===== config.mk =====
export PLATFORM = sky130hd
export DESIGN_NAME = sac_adc_ctrl
export DESIGN_NICKNAME = d
export VERILOG_FILES = /design/src/shared/sac_pkg.sv /design/src/logic/sac_adc_ctrl.sv
export SDC_FILE = /design/constraint.sdc
export NUM_CORES = 1
export LEC_CHECK = 0
export ABC_AREA = 1
export BUFFER_PORTS_ARGS = -buffer_cell sky130_fd_sc_hd__buf_2
export CAP_MARGIN = 0
export CORE_MARGIN = 8
export CORE_UTILIZATION = 40
export DETAILED_ROUTE_END_ITERATION = 6
export GPL_ROUTABILITY_DRIVEN = 0
export PLACE_DENSITY = 0.68
export SLEW_MARGIN = 20
export SYNTH_ARGS = -nofsm -noshare
export SYNTH_HDL_FRONTEND = slang
export SYNTH_SLANG_ARGS = --single-unit

===== constraint.sdc =====
create_clock -name clk -period 3.45 [get_ports clk]
set_input_delay 0 -clock clk [delete_from_list [all_inputs] [get_ports clk]]
set_output_delay 0 -clock clk [all_outputs]
set_load 0.05 [all_outputs]

===== src/shared/sac_pkg.sv =====
// Purpose: constants and types for the converter control block
// Assumes: 8-bit register port, 10-bit successive-approximation core
// Notes: register offsets are word indices on the plain register port
package sac_pkg;
    localparam logic [1:0] ADDR_SCR = 2'h0;
    localparam logic [1:0] ADDR_RES_HI = 2'h1;
    localparam logic [1:0] ADDR_RES_LO = 2'h2;
    localparam logic [1:0] ADDR_CLK = 2'h3;

    localparam int SCR_DONE_POS = 7;
    localparam int SCR_IEN_POS = 6;
    localparam int SCR_CONT_POS = 5;
    localparam int SCR_CHAN_LSB = 0;
    localparam int CLK_DIV_LSB = 5;
    localparam int CLK_SRC_POS = 4;
    localparam int CLK_MODE_LSB = 2;

    localparam logic [4:0] CHAN_RST = 5'h1f;
    localparam logic [2:0] DIV_RST = 3'h0;
    localparam logic CLK_SRC_RST = 1'b0;

    localparam logic [4:0] CHAN_EXT_LAST = 5'h07;
    localparam logic [4:0] CHAN_REF_HIGH = 5'h1d;
    localparam logic [4:0] CHAN_REF_LOW = 5'h1e;
    localparam logic [4:0] CHAN_OFF = 5'h1f;

    localparam int RES_BITS = 10;
    localparam logic [9:0] RES_FULL = 10'h3ff;
    localparam logic [9:0] RES_ZERO = 10'h000;
    localparam logic [4:0] CONV_LAST_STEP = 5'h0f;
    localparam logic [4:0] SAR_FIRST_STEP = 5'h01;
    localparam logic [4:0] SAR_LAST_STEP = 5'h0b;

    typedef enum logic [1:0] {
        FMT_LEFT = 2'b00,
        FMT_RIGHT = 2'b01,
        FMT_SIGNED = 2'b10,
        FMT_TRUNC = 2'b11
    } sac_fmt_t;

    typedef enum logic [1:0] {
        ST_IDLE = 2'b00,
        ST_CONV = 2'b01
    } sac_state_t;
endpackage


===== src/logic/sac_adc_ctrl.sv =====
// Purpose: control of a 10-bit successive-approximation converter
// Assumes: comparator and mux macro clocked by clk, pins asynchronous
// Notes: result kept raw; justification applied when read
`timescale 1ns/1ps
module sac_adc_ctrl
    import sac_pkg::*;
(
    input wire logic clk,
    input wire logic rst_n,
    input wire logic [1:0] reg_addr,
    input wire logic [7:0] reg_wdata,
    input wire logic reg_wr,
    input wire logic reg_rd,
    output logic [7:0] reg_rdata,
    input wire logic stop_mode,
    input wire logic [7:0] port_out_data,
    input wire logic [7:0] port_dir,
    input wire logic [7:0] pin_in,
    output logic [7:0] pin_out,
    output logic [7:0] pin_oe,
    output logic [7:0] port_read_data,
    output logic [7:0] analog_pin_sel,
    output logic [4:0] analog_mux_sel,
    output logic conv_power_on,
    output logic sample_hold,
    output logic [9:0] dac_code,
    input wire logic cmp_hi,
    output logic conv_irq
);
    logic [4:0] channel_select_field;
    logic conversion_irq_enable;
    logic continuous_conversion_bit;
    logic conversion_done_flag;
    logic [2:0] conv_clock_divider_bits;
    logic conv_clock_source_bit;
    logic result_format_bit_hi;
    logic result_format_bit_lo;
    sac_fmt_t fmt;
    sac_state_t state;
    logic [4:0] step;
    logic [8:0] div_cnt;
    logic [8:0] div_last;
    logic tick;
    logic [9:0] sar;
    logic [9:0] next_sar;
    logic [9:0] result;
    logic read_lock;
    logic pending;
    logic [7:0] pin_meta;
    logic [7:0] pin_sync;
    logic scr_wr;
    logic clk_wr;
    logic data_rd;
    logic done_evt;
    logic start_now;
    logic abort;
    logic [7:0] sel_now;
    logic [15:0] formatted;
    logic [4:0] ticks_seen;

    function automatic logic interlocked(input sac_fmt_t f);
        interlocked = (f != FMT_TRUNC);
    endfunction

    function automatic logic [15:0] format_result(input sac_fmt_t f,
                                                  input logic [9:0] r);
        case (f)
            FMT_LEFT: format_result = {r[9:2], r[1:0], 6'h00};
            FMT_RIGHT: format_result = {6'h00, r[9:8], r[7:0]};
            FMT_SIGNED: format_result = {~r[9], r[8:2], r[1:0], 6'h00};
            FMT_TRUNC: format_result = {8'h00, r[9:2]};
            default: format_result = 16'h0000;
        endcase
    endfunction

    assign fmt = sac_fmt_t'({result_format_bit_hi,
        result_format_bit_lo});
    assign formatted = format_result(fmt, result);
    assign scr_wr = reg_wr && (reg_addr == ADDR_SCR);
    assign clk_wr = reg_wr && (reg_addr == ADDR_CLK);
    assign data_rd = reg_rd
        && ((reg_addr == ADDR_RES_HI) || (reg_addr == ADDR_RES_LO));
    assign abort = scr_wr || stop_mode;
    // A write in the start cycle wins, so the new channel field is honoured
    assign start_now = (state == ST_IDLE) && pending && !stop_mode && !scr_wr
        && (channel_select_field != CHAN_OFF);
    assign done_evt = (state == ST_CONV) && tick
        && (step == CONV_LAST_STEP) && !abort;

    // Only codes 0..7 reach a pin; references and off leave the port alone
    always_comb begin
        sel_now = 8'h00;
        if (channel_select_field <= CHAN_EXT_LAST) begin
            sel_now[channel_select_field[2:0]] = 1'b1;
        end
    end

    // Register writes
    always_ff @(posedge clk) begin
        if (!rst_n) begin
            channel_select_field <= CHAN_RST;
            conversion_irq_enable <= 1'b0;
            continuous_conversion_bit <= 1'b0;
        end else if (scr_wr) begin
            channel_select_field <= reg_wdata[SCR_CHAN_LSB +: 5];
            conversion_irq_enable <= reg_wdata[SCR_IEN_POS];
            continuous_conversion_bit <= reg_wdata[SCR_CONT_POS];
        end
    end

    always_ff @(posedge clk) begin
        if (!rst_n) begin
            conv_clock_divider_bits <= DIV_RST;
            conv_clock_source_bit <= CLK_SRC_RST;
            result_format_bit_hi <= 1'b0;
            result_format_bit_lo <= 1'b0;
        end else if (clk_wr) begin
            conv_clock_divider_bits <= reg_wdata[CLK_DIV_LSB +: 3];
            conv_clock_source_bit <= reg_wdata[CLK_SRC_POS];
            result_format_bit_hi <= reg_wdata[CLK_MODE_LSB + 1];
            result_format_bit_lo <= reg_wdata[CLK_MODE_LSB];
        end
    end

    // Converter clock: bus clock, or half of it, divided by 2^div
    assign div_last = 9'((9'h001 << conv_clock_divider_bits)
        << !conv_clock_source_bit) - 9'h001;
    assign tick = (div_cnt >= div_last);

    always_ff @(posedge clk) begin
        if (!rst_n) begin
            div_cnt <= 9'h000;
        end else if (tick) begin
            div_cnt <= 9'h000;
        end else begin
            div_cnt <= div_cnt + 9'h001;
        end
    end

    // Start request; a stop abort leaves it pending for the exit
    always_ff @(posedge clk) begin
        if (!rst_n) begin
            pending <= 1'b0;
        end else if (scr_wr) begin
            pending <= (reg_wdata[SCR_CHAN_LSB +: 5] != CHAN_OFF);
        end else if (stop_mode && (state == ST_CONV)) begin
            pending <= 1'b1;
        end else if (start_now) begin
            pending <= 1'b0;
        end
    end

    always_ff @(posedge clk) begin
        if (!rst_n) begin
            state <= ST_IDLE;
            step <= 5'h00;
        end else begin
            case (state)
                ST_IDLE: begin
                    if (start_now) begin
                        state <= ST_CONV;
                        step <= 5'h00;
                    end
                end
                ST_CONV: begin
                    if (abort) begin
                        state <= ST_IDLE;
                    end else if (done_evt) begin
                        if (continuous_conversion_bit) begin
                            step <= 5'h00;
                        end else begin
                            state <= ST_IDLE;
                        end
                    end else if (tick) begin
                        step <= step + 5'h01;
                    end
                end
                default: state <= ST_IDLE;
            endcase
        end
    end

    // One bit resolved per tick, MSB first
    always_comb begin
        next_sar = sar;
        if (tick && (step > SAR_FIRST_STEP) && (step <= SAR_LAST_STEP)
            && !cmp_hi) begin
            next_sar[4'(4'd11 - step[3:0])] = 1'b0;
        end
        if (tick && (step >= SAR_FIRST_STEP)
            && (step < SAR_LAST_STEP)) begin
            next_sar[4'(4'd10 - step[3:0])] = 1'b1;
        end
    end

    always_ff @(posedge clk) begin
        if (!rst_n || (state != ST_CONV)) begin
            sar <= RES_ZERO;
        end else if (tick && (step == 5'h00)) begin
            sar <= RES_ZERO;
        end else begin
            sar <= next_sar;
        end
    end

    // Store unless a high-byte read awaits its low-byte partner
    always_ff @(posedge clk) begin
        if (!rst_n) begin
            result <= RES_ZERO;
        end else if (done_evt && !(read_lock && interlocked(fmt))) begin
            result <= sar;
        end
    end

    always_ff @(posedge clk) begin
        if (!rst_n) begin
            read_lock <= 1'b0;
        end else if (reg_rd && (reg_addr == ADDR_RES_LO)) begin
            read_lock <= 1'b0;
        end else if (reg_rd && (reg_addr == ADDR_RES_HI)
                     && interlocked(fmt)) begin
            read_lock <= 1'b1;
        end else if (!interlocked(fmt)) begin
            read_lock <= 1'b0;
        end
    end

    // Set wins over the clearing read
    always_ff @(posedge clk) begin
        if (!rst_n) begin
            conversion_done_flag <= 1'b0;
        end else if (done_evt && !conversion_irq_enable) begin
            conversion_done_flag <= 1'b1;
        end else if (data_rd || conversion_irq_enable
                     || (scr_wr && reg_wdata[SCR_IEN_POS])) begin
            conversion_done_flag <= 1'b0;
        end
    end

    always_ff @(posedge clk) begin
        if (!rst_n) begin
            conv_irq <= 1'b0;
        end else if (done_evt && conversion_irq_enable) begin
            conv_irq <= 1'b1;
        end else if (data_rd || scr_wr) begin
            conv_irq <= 1'b0;
        end
    end

    always_ff @(posedge clk) begin
        if (!rst_n) begin
            reg_rdata <= 8'h00;
        end else if (reg_rd) begin
            case (reg_addr)
                ADDR_SCR: reg_rdata <= {conversion_done_flag,
                    conversion_irq_enable, continuous_conversion_bit,
                    channel_select_field};
                ADDR_RES_HI: reg_rdata <= formatted[15:8];
                ADDR_RES_LO: reg_rdata <= formatted[7:0];
                ADDR_CLK: reg_rdata <= {conv_clock_divider_bits,
                    conv_clock_source_bit, result_format_bit_hi,
                    result_format_bit_lo, 2'b00};
                default: reg_rdata <= 8'h00;
            endcase
        end else begin
            reg_rdata <= 8'h00;
        end
    end

    always_ff @(posedge clk) begin
        if (!rst_n) begin
            pin_meta <= 8'h00;
            pin_sync <= 8'h00;
        end else begin
            pin_meta <= pin_in;
            pin_sync <= pin_meta;
        end
    end

    // Converter owns the selected pin; port logic keeps the rest
    always_ff @(posedge clk) begin
        if (!rst_n) begin
            pin_out <= 8'h00;
            pin_oe <= 8'h00;
            port_read_data <= 8'h00;
            analog_pin_sel <= 8'h00;
        end else begin
            pin_out <= port_out_data & ~sel_now;
            pin_oe <= port_dir & ~sel_now;
            port_read_data <= pin_sync & ~sel_now;
            analog_pin_sel <= sel_now;
        end
    end

    always_ff @(posedge clk) begin
        if (!rst_n) begin
            analog_mux_sel <= CHAN_RST;
            conv_power_on <= 1'b0;
            sample_hold <= 1'b0;
            dac_code <= RES_ZERO;
        end else begin
            analog_mux_sel <= channel_select_field;
            conv_power_on <= (channel_select_field != CHAN_OFF)
                && !stop_mode;
            sample_hold <= (state == ST_CONV) && (step == 5'h00);
            dac_code <= next_sar;
        end
    end

    // Helper for the length check only
    always_ff @(posedge clk) begin
        if (!rst_n || start_now || (state != ST_CONV) || done_evt) begin
            ticks_seen <= 5'h00;
        end else if (tick) begin
            ticks_seen <= ticks_seen + 5'h01;
        end
    end

    property p_conv_len;
        @(posedge clk) disable iff (!rst_n)
        done_evt |-> ticks_seen == 5'd15;
    endproperty
    a_conv_len: assert property (p_conv_len)
        else $error("conversion not sixteen ticks");

    property p_pin_owned;
        @(posedge clk) disable iff (!rst_n)
        (analog_pin_sel & (pin_oe | port_read_data | pin_out)) == 8'h00;
    endproperty
    a_pin_owned: assert property (p_pin_owned)
        else $error("selected pin leaks port logic");

    property p_flag_set;
        @(posedge clk) disable iff (!rst_n)
        (done_evt || (conversion_done_flag && !data_rd))
            && !conversion_irq_enable && !scr_wr |=> conversion_done_flag;
    endproperty
    a_flag_set: assert property (p_flag_set)
        else $error("done flag not held");

    property p_flag_zero;
        @(posedge clk) disable iff (!rst_n)
        conversion_irq_enable && $past(conversion_irq_enable)
            |-> !conversion_done_flag;
    endproperty
    a_flag_zero: assert property (p_flag_zero)
        else $error("done flag set with interrupts on");

    property p_irq_set;
        @(posedge clk) disable iff (!rst_n)
        done_evt && conversion_irq_enable |=> conv_irq;
    endproperty
    a_irq_set: assert property (p_irq_set)
        else $error("interrupt not raised at end");

    property p_irq_clr;
        @(posedge clk) disable iff (!rst_n)
        (data_rd || scr_wr) && !done_evt |=> !conv_irq;
    endproperty
    a_irq_clr: assert property (p_irq_clr)
        else $error("interrupt not cleared");

    property p_lock;
        @(posedge clk) disable iff (!rst_n)
        done_evt && read_lock && interlocked(fmt) |=> $stable(result);
    endproperty
    a_lock: assert property (p_lock)
        else $error("result stored while locked");

    property p_trunc;
        @(posedge clk) disable iff (!rst_n)
        done_evt && (fmt == FMT_TRUNC) |=> result == $past(sar);
    endproperty
    a_trunc: assert property (p_trunc)
        else $error("truncation result not stored");

    property p_single;
        @(posedge clk) disable iff (!rst_n)
        done_evt && !continuous_conversion_bit |=> state == ST_IDLE
            ##1 (state == ST_IDLE || $past(scr_wr, 2) || $past(pending));
    endproperty
    a_single: assert property (p_single)
        else $error("single mode did not idle");

    property p_cont;
        @(posedge clk) disable iff (!rst_n)
        done_evt && continuous_conversion_bit
            |=> state == ST_CONV && step == 5'h00;
    endproperty
    a_cont: assert property (p_cont)
        else $error("continuous mode did not restart");

    property p_off_stop;
        @(posedge clk) disable iff (!rst_n)
        (channel_select_field == CHAN_OFF) || $past(stop_mode)
            |-> state == ST_IDLE;
    endproperty
    a_off_stop: assert property (p_off_stop)
        else $error("converter ran while off or stopped");
endmodule


; Word-level counts from Yosys, hierarchy flattened
; Index checks and enable logic that the tools add are counted.
[word_totals]
register_bits = 126
input_bits = 40
out_inout_bits = 58
word_cells = 163
[classes]
n_addsub = 5
order_cmp = 12
eq_ne = 19
shift = 2
muxes = 31
n_bitwise = 9
n_reduce_logical = 58
[ops]
columns = op, n
row1 = $pmux 16 s4, 1
row2 = $pmux 8 s4, 1
row3 = $logic_and 1x1->1, 30
row4 = $mux 5, 5
row5 = $and 8x8->8, 3
row6 = $mux 10, 2
row7 = $mux 1, 12
row8 = $ne 3x3->1 const B, 4
row9 = $and 10x10->10, 1
row10 = $lt 4x5->1 const B, 2
row11 = $ne 5x5->1 const B, 2
row12 = $not 10->10, 1
row13 = $or 10x10->10, 1
row14 = $pmux 5 s2, 1
row15 = $add 9x1->9 const B, 1
row16 = $ge 9x9->1, 1
row17 = $shl 1x3->9 const A, 1
row18 = $shl 9x1->9, 1
row19 = $sub 9x1->9 const B, 1
row20 = $demux 1 s4, 2
row21 = $eq 2x2->1 const B, 4
row22 = $ge 4x1->1 const B, 2
row23 = $logic_not 1->1, 8
row24 = $mux 2, 4
row25 = other kinds (27), 45

; Depth between registers and ports, before layout
[logic_depth]
word_depth = 10
ltp_mapped = 22
ltp_nobuf = 22

; Worst setup path before layout
; Ideal clock, no wire load.
[synth_timing]
path_type = flip-flop to flip-flop
from = reg conv_clock_source_bit
to = reg result[2]
setup_time_ps = 132
t_arrival_ps = 2576
path_slack_ps = 741
path_stages_with_launch = 22
synth_period_minus_slack_ps = 2709
cell_sequence = dfxtp_1 inv_1 nand2_1 nand3_1 or2_2 ha_1 nand2_1 nor2_1 o311ai_0 xnor2_1 ha_1 nand2_1 inv_1 nand2_1 nand2_1 nor2_2 nand2_4 nand3_4 inv_2 buf_6 nand3_1 a21oi_1
[synth_between]
elab_chain_len = 8
[synth_lines]
columns = element, line_no
row1 = start: declaration, sac_adc_ctrl.sv:35  ; logic conv_clock_source_bit;
row2 = start signal: assignment, sac_adc_ctrl.sv:119  ; conv_clock_source_bit <= reg_wdata[CLK_SRC_POS];
row3 = $logic_not 1->1, sac_adc_ctrl.sv:127  ; << !conv_clock_source_bit) - 9'h001;
row4 = $shl 9x1->9, sac_adc_ctrl.sv:126  ; assign div_last = 9'((9'h001 << conv_clock_divider_bits)
row5 = $sub 9x1->9, sac_adc_ctrl.sv:127
row6 = $ge 9x9->1, sac_adc_ctrl.sv:128  ; assign tick = (div_cnt >= div_last);
row7 = $logic_and 1x1->1, sac_adc_ctrl.sv:87  ; assign done_evt = (state == ST_CONV) && tick
row8 = $logic_and 1x1->1 (2 in series), sac_adc_ctrl.sv:88  ; && (step == CONV_LAST_STEP) && !abort;
row9 = $logic_and 1x1->1, sac_adc_ctrl.sv:210  ; end else if (done_evt && !(read_lock && interlocked(fmt))) begin
row10 = end signal: assignment, sac_adc_ctrl.sv:211  ; result <= sar;
row11 = end: declaration, sac_adc_ctrl.sv:46  ; logic [9:0] result;
; Every way passes these cells.
; A chain may end at the register's enable or synchronous reset.

; Worst setup path after layout
[layout_timing]
from = reg conv_clock_source_bit
to = reg result[9]
; Same word-level chain as after synthesis.

==> impl_metrics.env <==
export IMPL_status="finished clean"
export IMPL_syn_area_um2=5180
export IMPL_fin_crit_ps=3050
export IMPL_synthArstFlopShare_pct=0
export IMPL_numCtsBuffers=17
export IMPL_synth_cell_type_count=37
export IMPL_drv_slew=0
export IMPL_path_clk_slew_ps=50
export IMPL_die_y_um=130
export IMPL_fp_dieArea_um2=16900
export IMPL_setup_viol=0
export IMPL_cts_htree_levels=4
export IMPL_avgSynthCellArea_um2=7.68
export IMPL_worst_pin_slew_ps=982
export IMPL_postCtsSetupRepairBufs=0
export IMPL_arrival_ps=3300
export IMPL_drc=0
export IMPL_cap_violations=0
export IMPL_cts_tree="built"
export IMPL_cp_required_ps=3700
export IMPL_area_growth_pct=30.7
export IMPL_ys_top_cells_by_area="dfxtp_1, nand2_1, inv_1"
export IMPL_io_buffer_count=97
export IMPL_combPwrFrac_pct=11.5
export IMPL_nNetsFinal=870
export IMPL_synth_edf_count=0
export IMPL_core_um2=12600
export IMPL_max_freq_mhz=327
export IMPL_ys_flop_type="dfxtp_1"
export IMPL_holdWs_ps=66.7
export IMPL_wl_per_cell_um=13.7
export IMPL_grt_pass1_vias=4502
export IMPL_dp_hpwl_mm=9.81
export IMPL_hold_viol_final=0
export IMPL_synth_net_count=736
export IMPL_hp_class="input port to flop"
export IMPL_critical_path_startpoint_type="flop"
export IMPL_viasPerCell=4.76
export IMPL_drt_iter0_markers=411
export IMPL_grt_total_usage_pct=16.6
export IMPL_grt_max_degree=47
export IMPL_netSwitchingFraction_pct=24.2
export IMPL_yosys_area_top_type="dfxtp_1"
export IMPL_p_per_area_nw_per_um2=560
export IMPL_n_fill_cell=1213
export IMPL_slew_headroom_pct=34.4
export IMPL_yosys_cell_count_top_type="nand2_1"
export IMPL_clock_path_buffers=2
export IMPL_grt_pass1_wl_mm=21.8
export IMPL_power_leakage_uw=0.00325
export IMPL_p_sw_uw=918
export IMPL_ant_nets=0
export IMPL_p_int_uw=2880
export IMPL_seqPwrFrac_pct=40.2
export IMPL_grt_antenna_before_repair=0
export IMPL_fin_worst_skew_ps=11.1
export IMPL_drive_gt1_share_pct=18.7
export IMPL_yosys_warnings=0
export IMPL_crit_type="flop to flop"
export IMPL_power_frac_clock_pct=48.3
export IMPL_clock_sinks=125
export IMPL_post_route_period_util_pct=88.5
export IMPL_end_kind="flop"
export IMPL_ys_seq_elements=125
export IMPL_vias=4725
export IMPL_die_w_um=130
export IMPL_pin_count=98
export IMPL_clkLatencyLatePin_ps=420
export IMPL_yosysSeqAreaShare_pct=48.3
export IMPL_cp_max_fo=12
export IMPL_synthCells=675
export IMPL_irDropWorstVdd_uv=321
export IMPL_final_util_pct=53.7
export IMPL_synth_common_cells="nand2_1, dfxtp_1, inv_1"
export IMPL_synth_top_area_share_pct=48.3
export IMPL_rows=41
export IMPL_cts_root_buf="clkbuf_16"
export IMPL_wirelength_mm=13.6
export IMPL_diodes=0
export IMPL_initial_core_util_pct=41.1
export IMPL_drt_pass1_iterations=5
export IMPL_grt_ovfl_total=0
==> power by group through the flow <==
stage	Combinational, uW	Sequential (uW)	Clock [uW]
6_report	437	1530	1830
5_1_grt	489	1530	1930
4_1_cts	436	1530	1860
3_5_place_dp	402	1560	0
3_3_place_gp	401	1550	0
2_1_floorplan	239	1610	0
==> sequential cells by signal (all words and copies together) (netlist names), 9 cells and up <==
| signal | cells |
|---|---|
| sar | 10 |
| div_cnt | 9 |
| dac_code | 10 |
| result | 10 |
==> logic make-up (layout without fill, tap and decap cells) <==
family / count (synthesis) / count (layout) / synth area share, %
xor gates and xnor gates: 9 / 9 / 1.67
AOI/OAI and AO/OA: 101 / 101 / 11.0
DFF: 125 / 125 / 48.3
and+or+nand+nor: 310 / 310 / 25.8
buffers and inverters: 109 / 254 / 8.21
adders and majority gates: 21 / 21 / 5.07
==> area by class of cell <==
class	instances	area [um^2]	share of cell area [%]
Clock buffer	22	464	6.85
Tap cell	172	215	3.18
Clock inverter	8	140	2.07
Multi-Input combinational cell	441	2260	33.3
Inverter	90	340	5.02
Timing Repair Buffer	134	853	12.6
Sequential cell	125	2500	36.9
==> path summary, 6_finish.rpt <==
kind	startpoint	endpoint	slack, ps	depth (start not counted)
worst min-delay path	rst_n	pin_sync[0]$_SDFF_PN0_	70	3
worst max-delay path	conv_clock_source_bit$_SDFFE_PN0P_	result[9]$_SDFFE_PN0P_	400	21
worst max register to register	conv_clock_source_bit$_SDFFE_PN0P_	result[9]$_SDFFE_PN0P_	400	21
worst min register to register	pin_meta[0]$_SDFF_PN0_	pin_sync[0]$_SDFF_PN0_	410	2
==> layout by cell type, fill, tap and decap left out, drive strengths merged, types with 2 or more instances in the layout <==
master / Yosys / final
nand2: 159 / 159
o21ai: 35 / 35
xor2: 5 / 5
dlygate4sd3: 0 / 36
a211oi: 5 / 5
o211ai: 5 / 5
inv: 90 / 90
nand4: 5 / 5
a31oi: 4 / 4
bufinv: 0 / 4
a21oi: 45 / 45
clkbuf: 12 / 22
o2111ai: 2 / 2
nor2: 82 / 82
ha: 21 / 21
clkinv: 0 / 4
nand3: 50 / 50
buf: 7 / 98
dfxtp: 125 / 125
a221oi: 2 / 2
or2: 4 / 4
xnor2: 4 / 4
nor3: 9 / 9
==> repair_timing <==
action,in CTS,in global routing
resized for setup,0,2
hold endpoints to repair,45,0
hold buffers,36,0
endpoints found under the setup margin,0,13
==> routing by layer <==
layer	vias up	share of wire, %	track usage, %
li1	2422	-	-
met1	2116	43	19.6
met2	146	48	26.6
met3	41	5.2	4.81
met4	0	3.2	9.22
met5	-	0	0
==> metrics by stage <==
stage	power [uW]	setup slack (ps)	cell area (um^2)	setup TNS (ps)	cells
after CTS	3820	362	6770	0	992
after floorplan	1850	741	5180	0	675
after global placement	1960	449	5800	0	926
after global routing	3950	-0.134	6770	-0.134	992
final	3800	396	6770	0	992
after detailed placement	1960	389	5800	0	926
==> critical path, stage by stage, from the launching register on <==
cell,delay (ps)
dfxtp_1,390
inv_1,110
nand2_1,90
nand3_1,80
or2_2,280
ha_1,240
nand2_1,120
nor2_1,50
o311ai_0,110
xnor2_1,110
ha_1,310
nand2_1,60
inv_1,50
nand2_1,50
nor2_1,110
nor2_2,70
nand2_4,110
nand3_4,120
inv_4,130
nand2_2,140
nand2_1,100
a21oi_1,60
(Power assumes the default switching activity.)
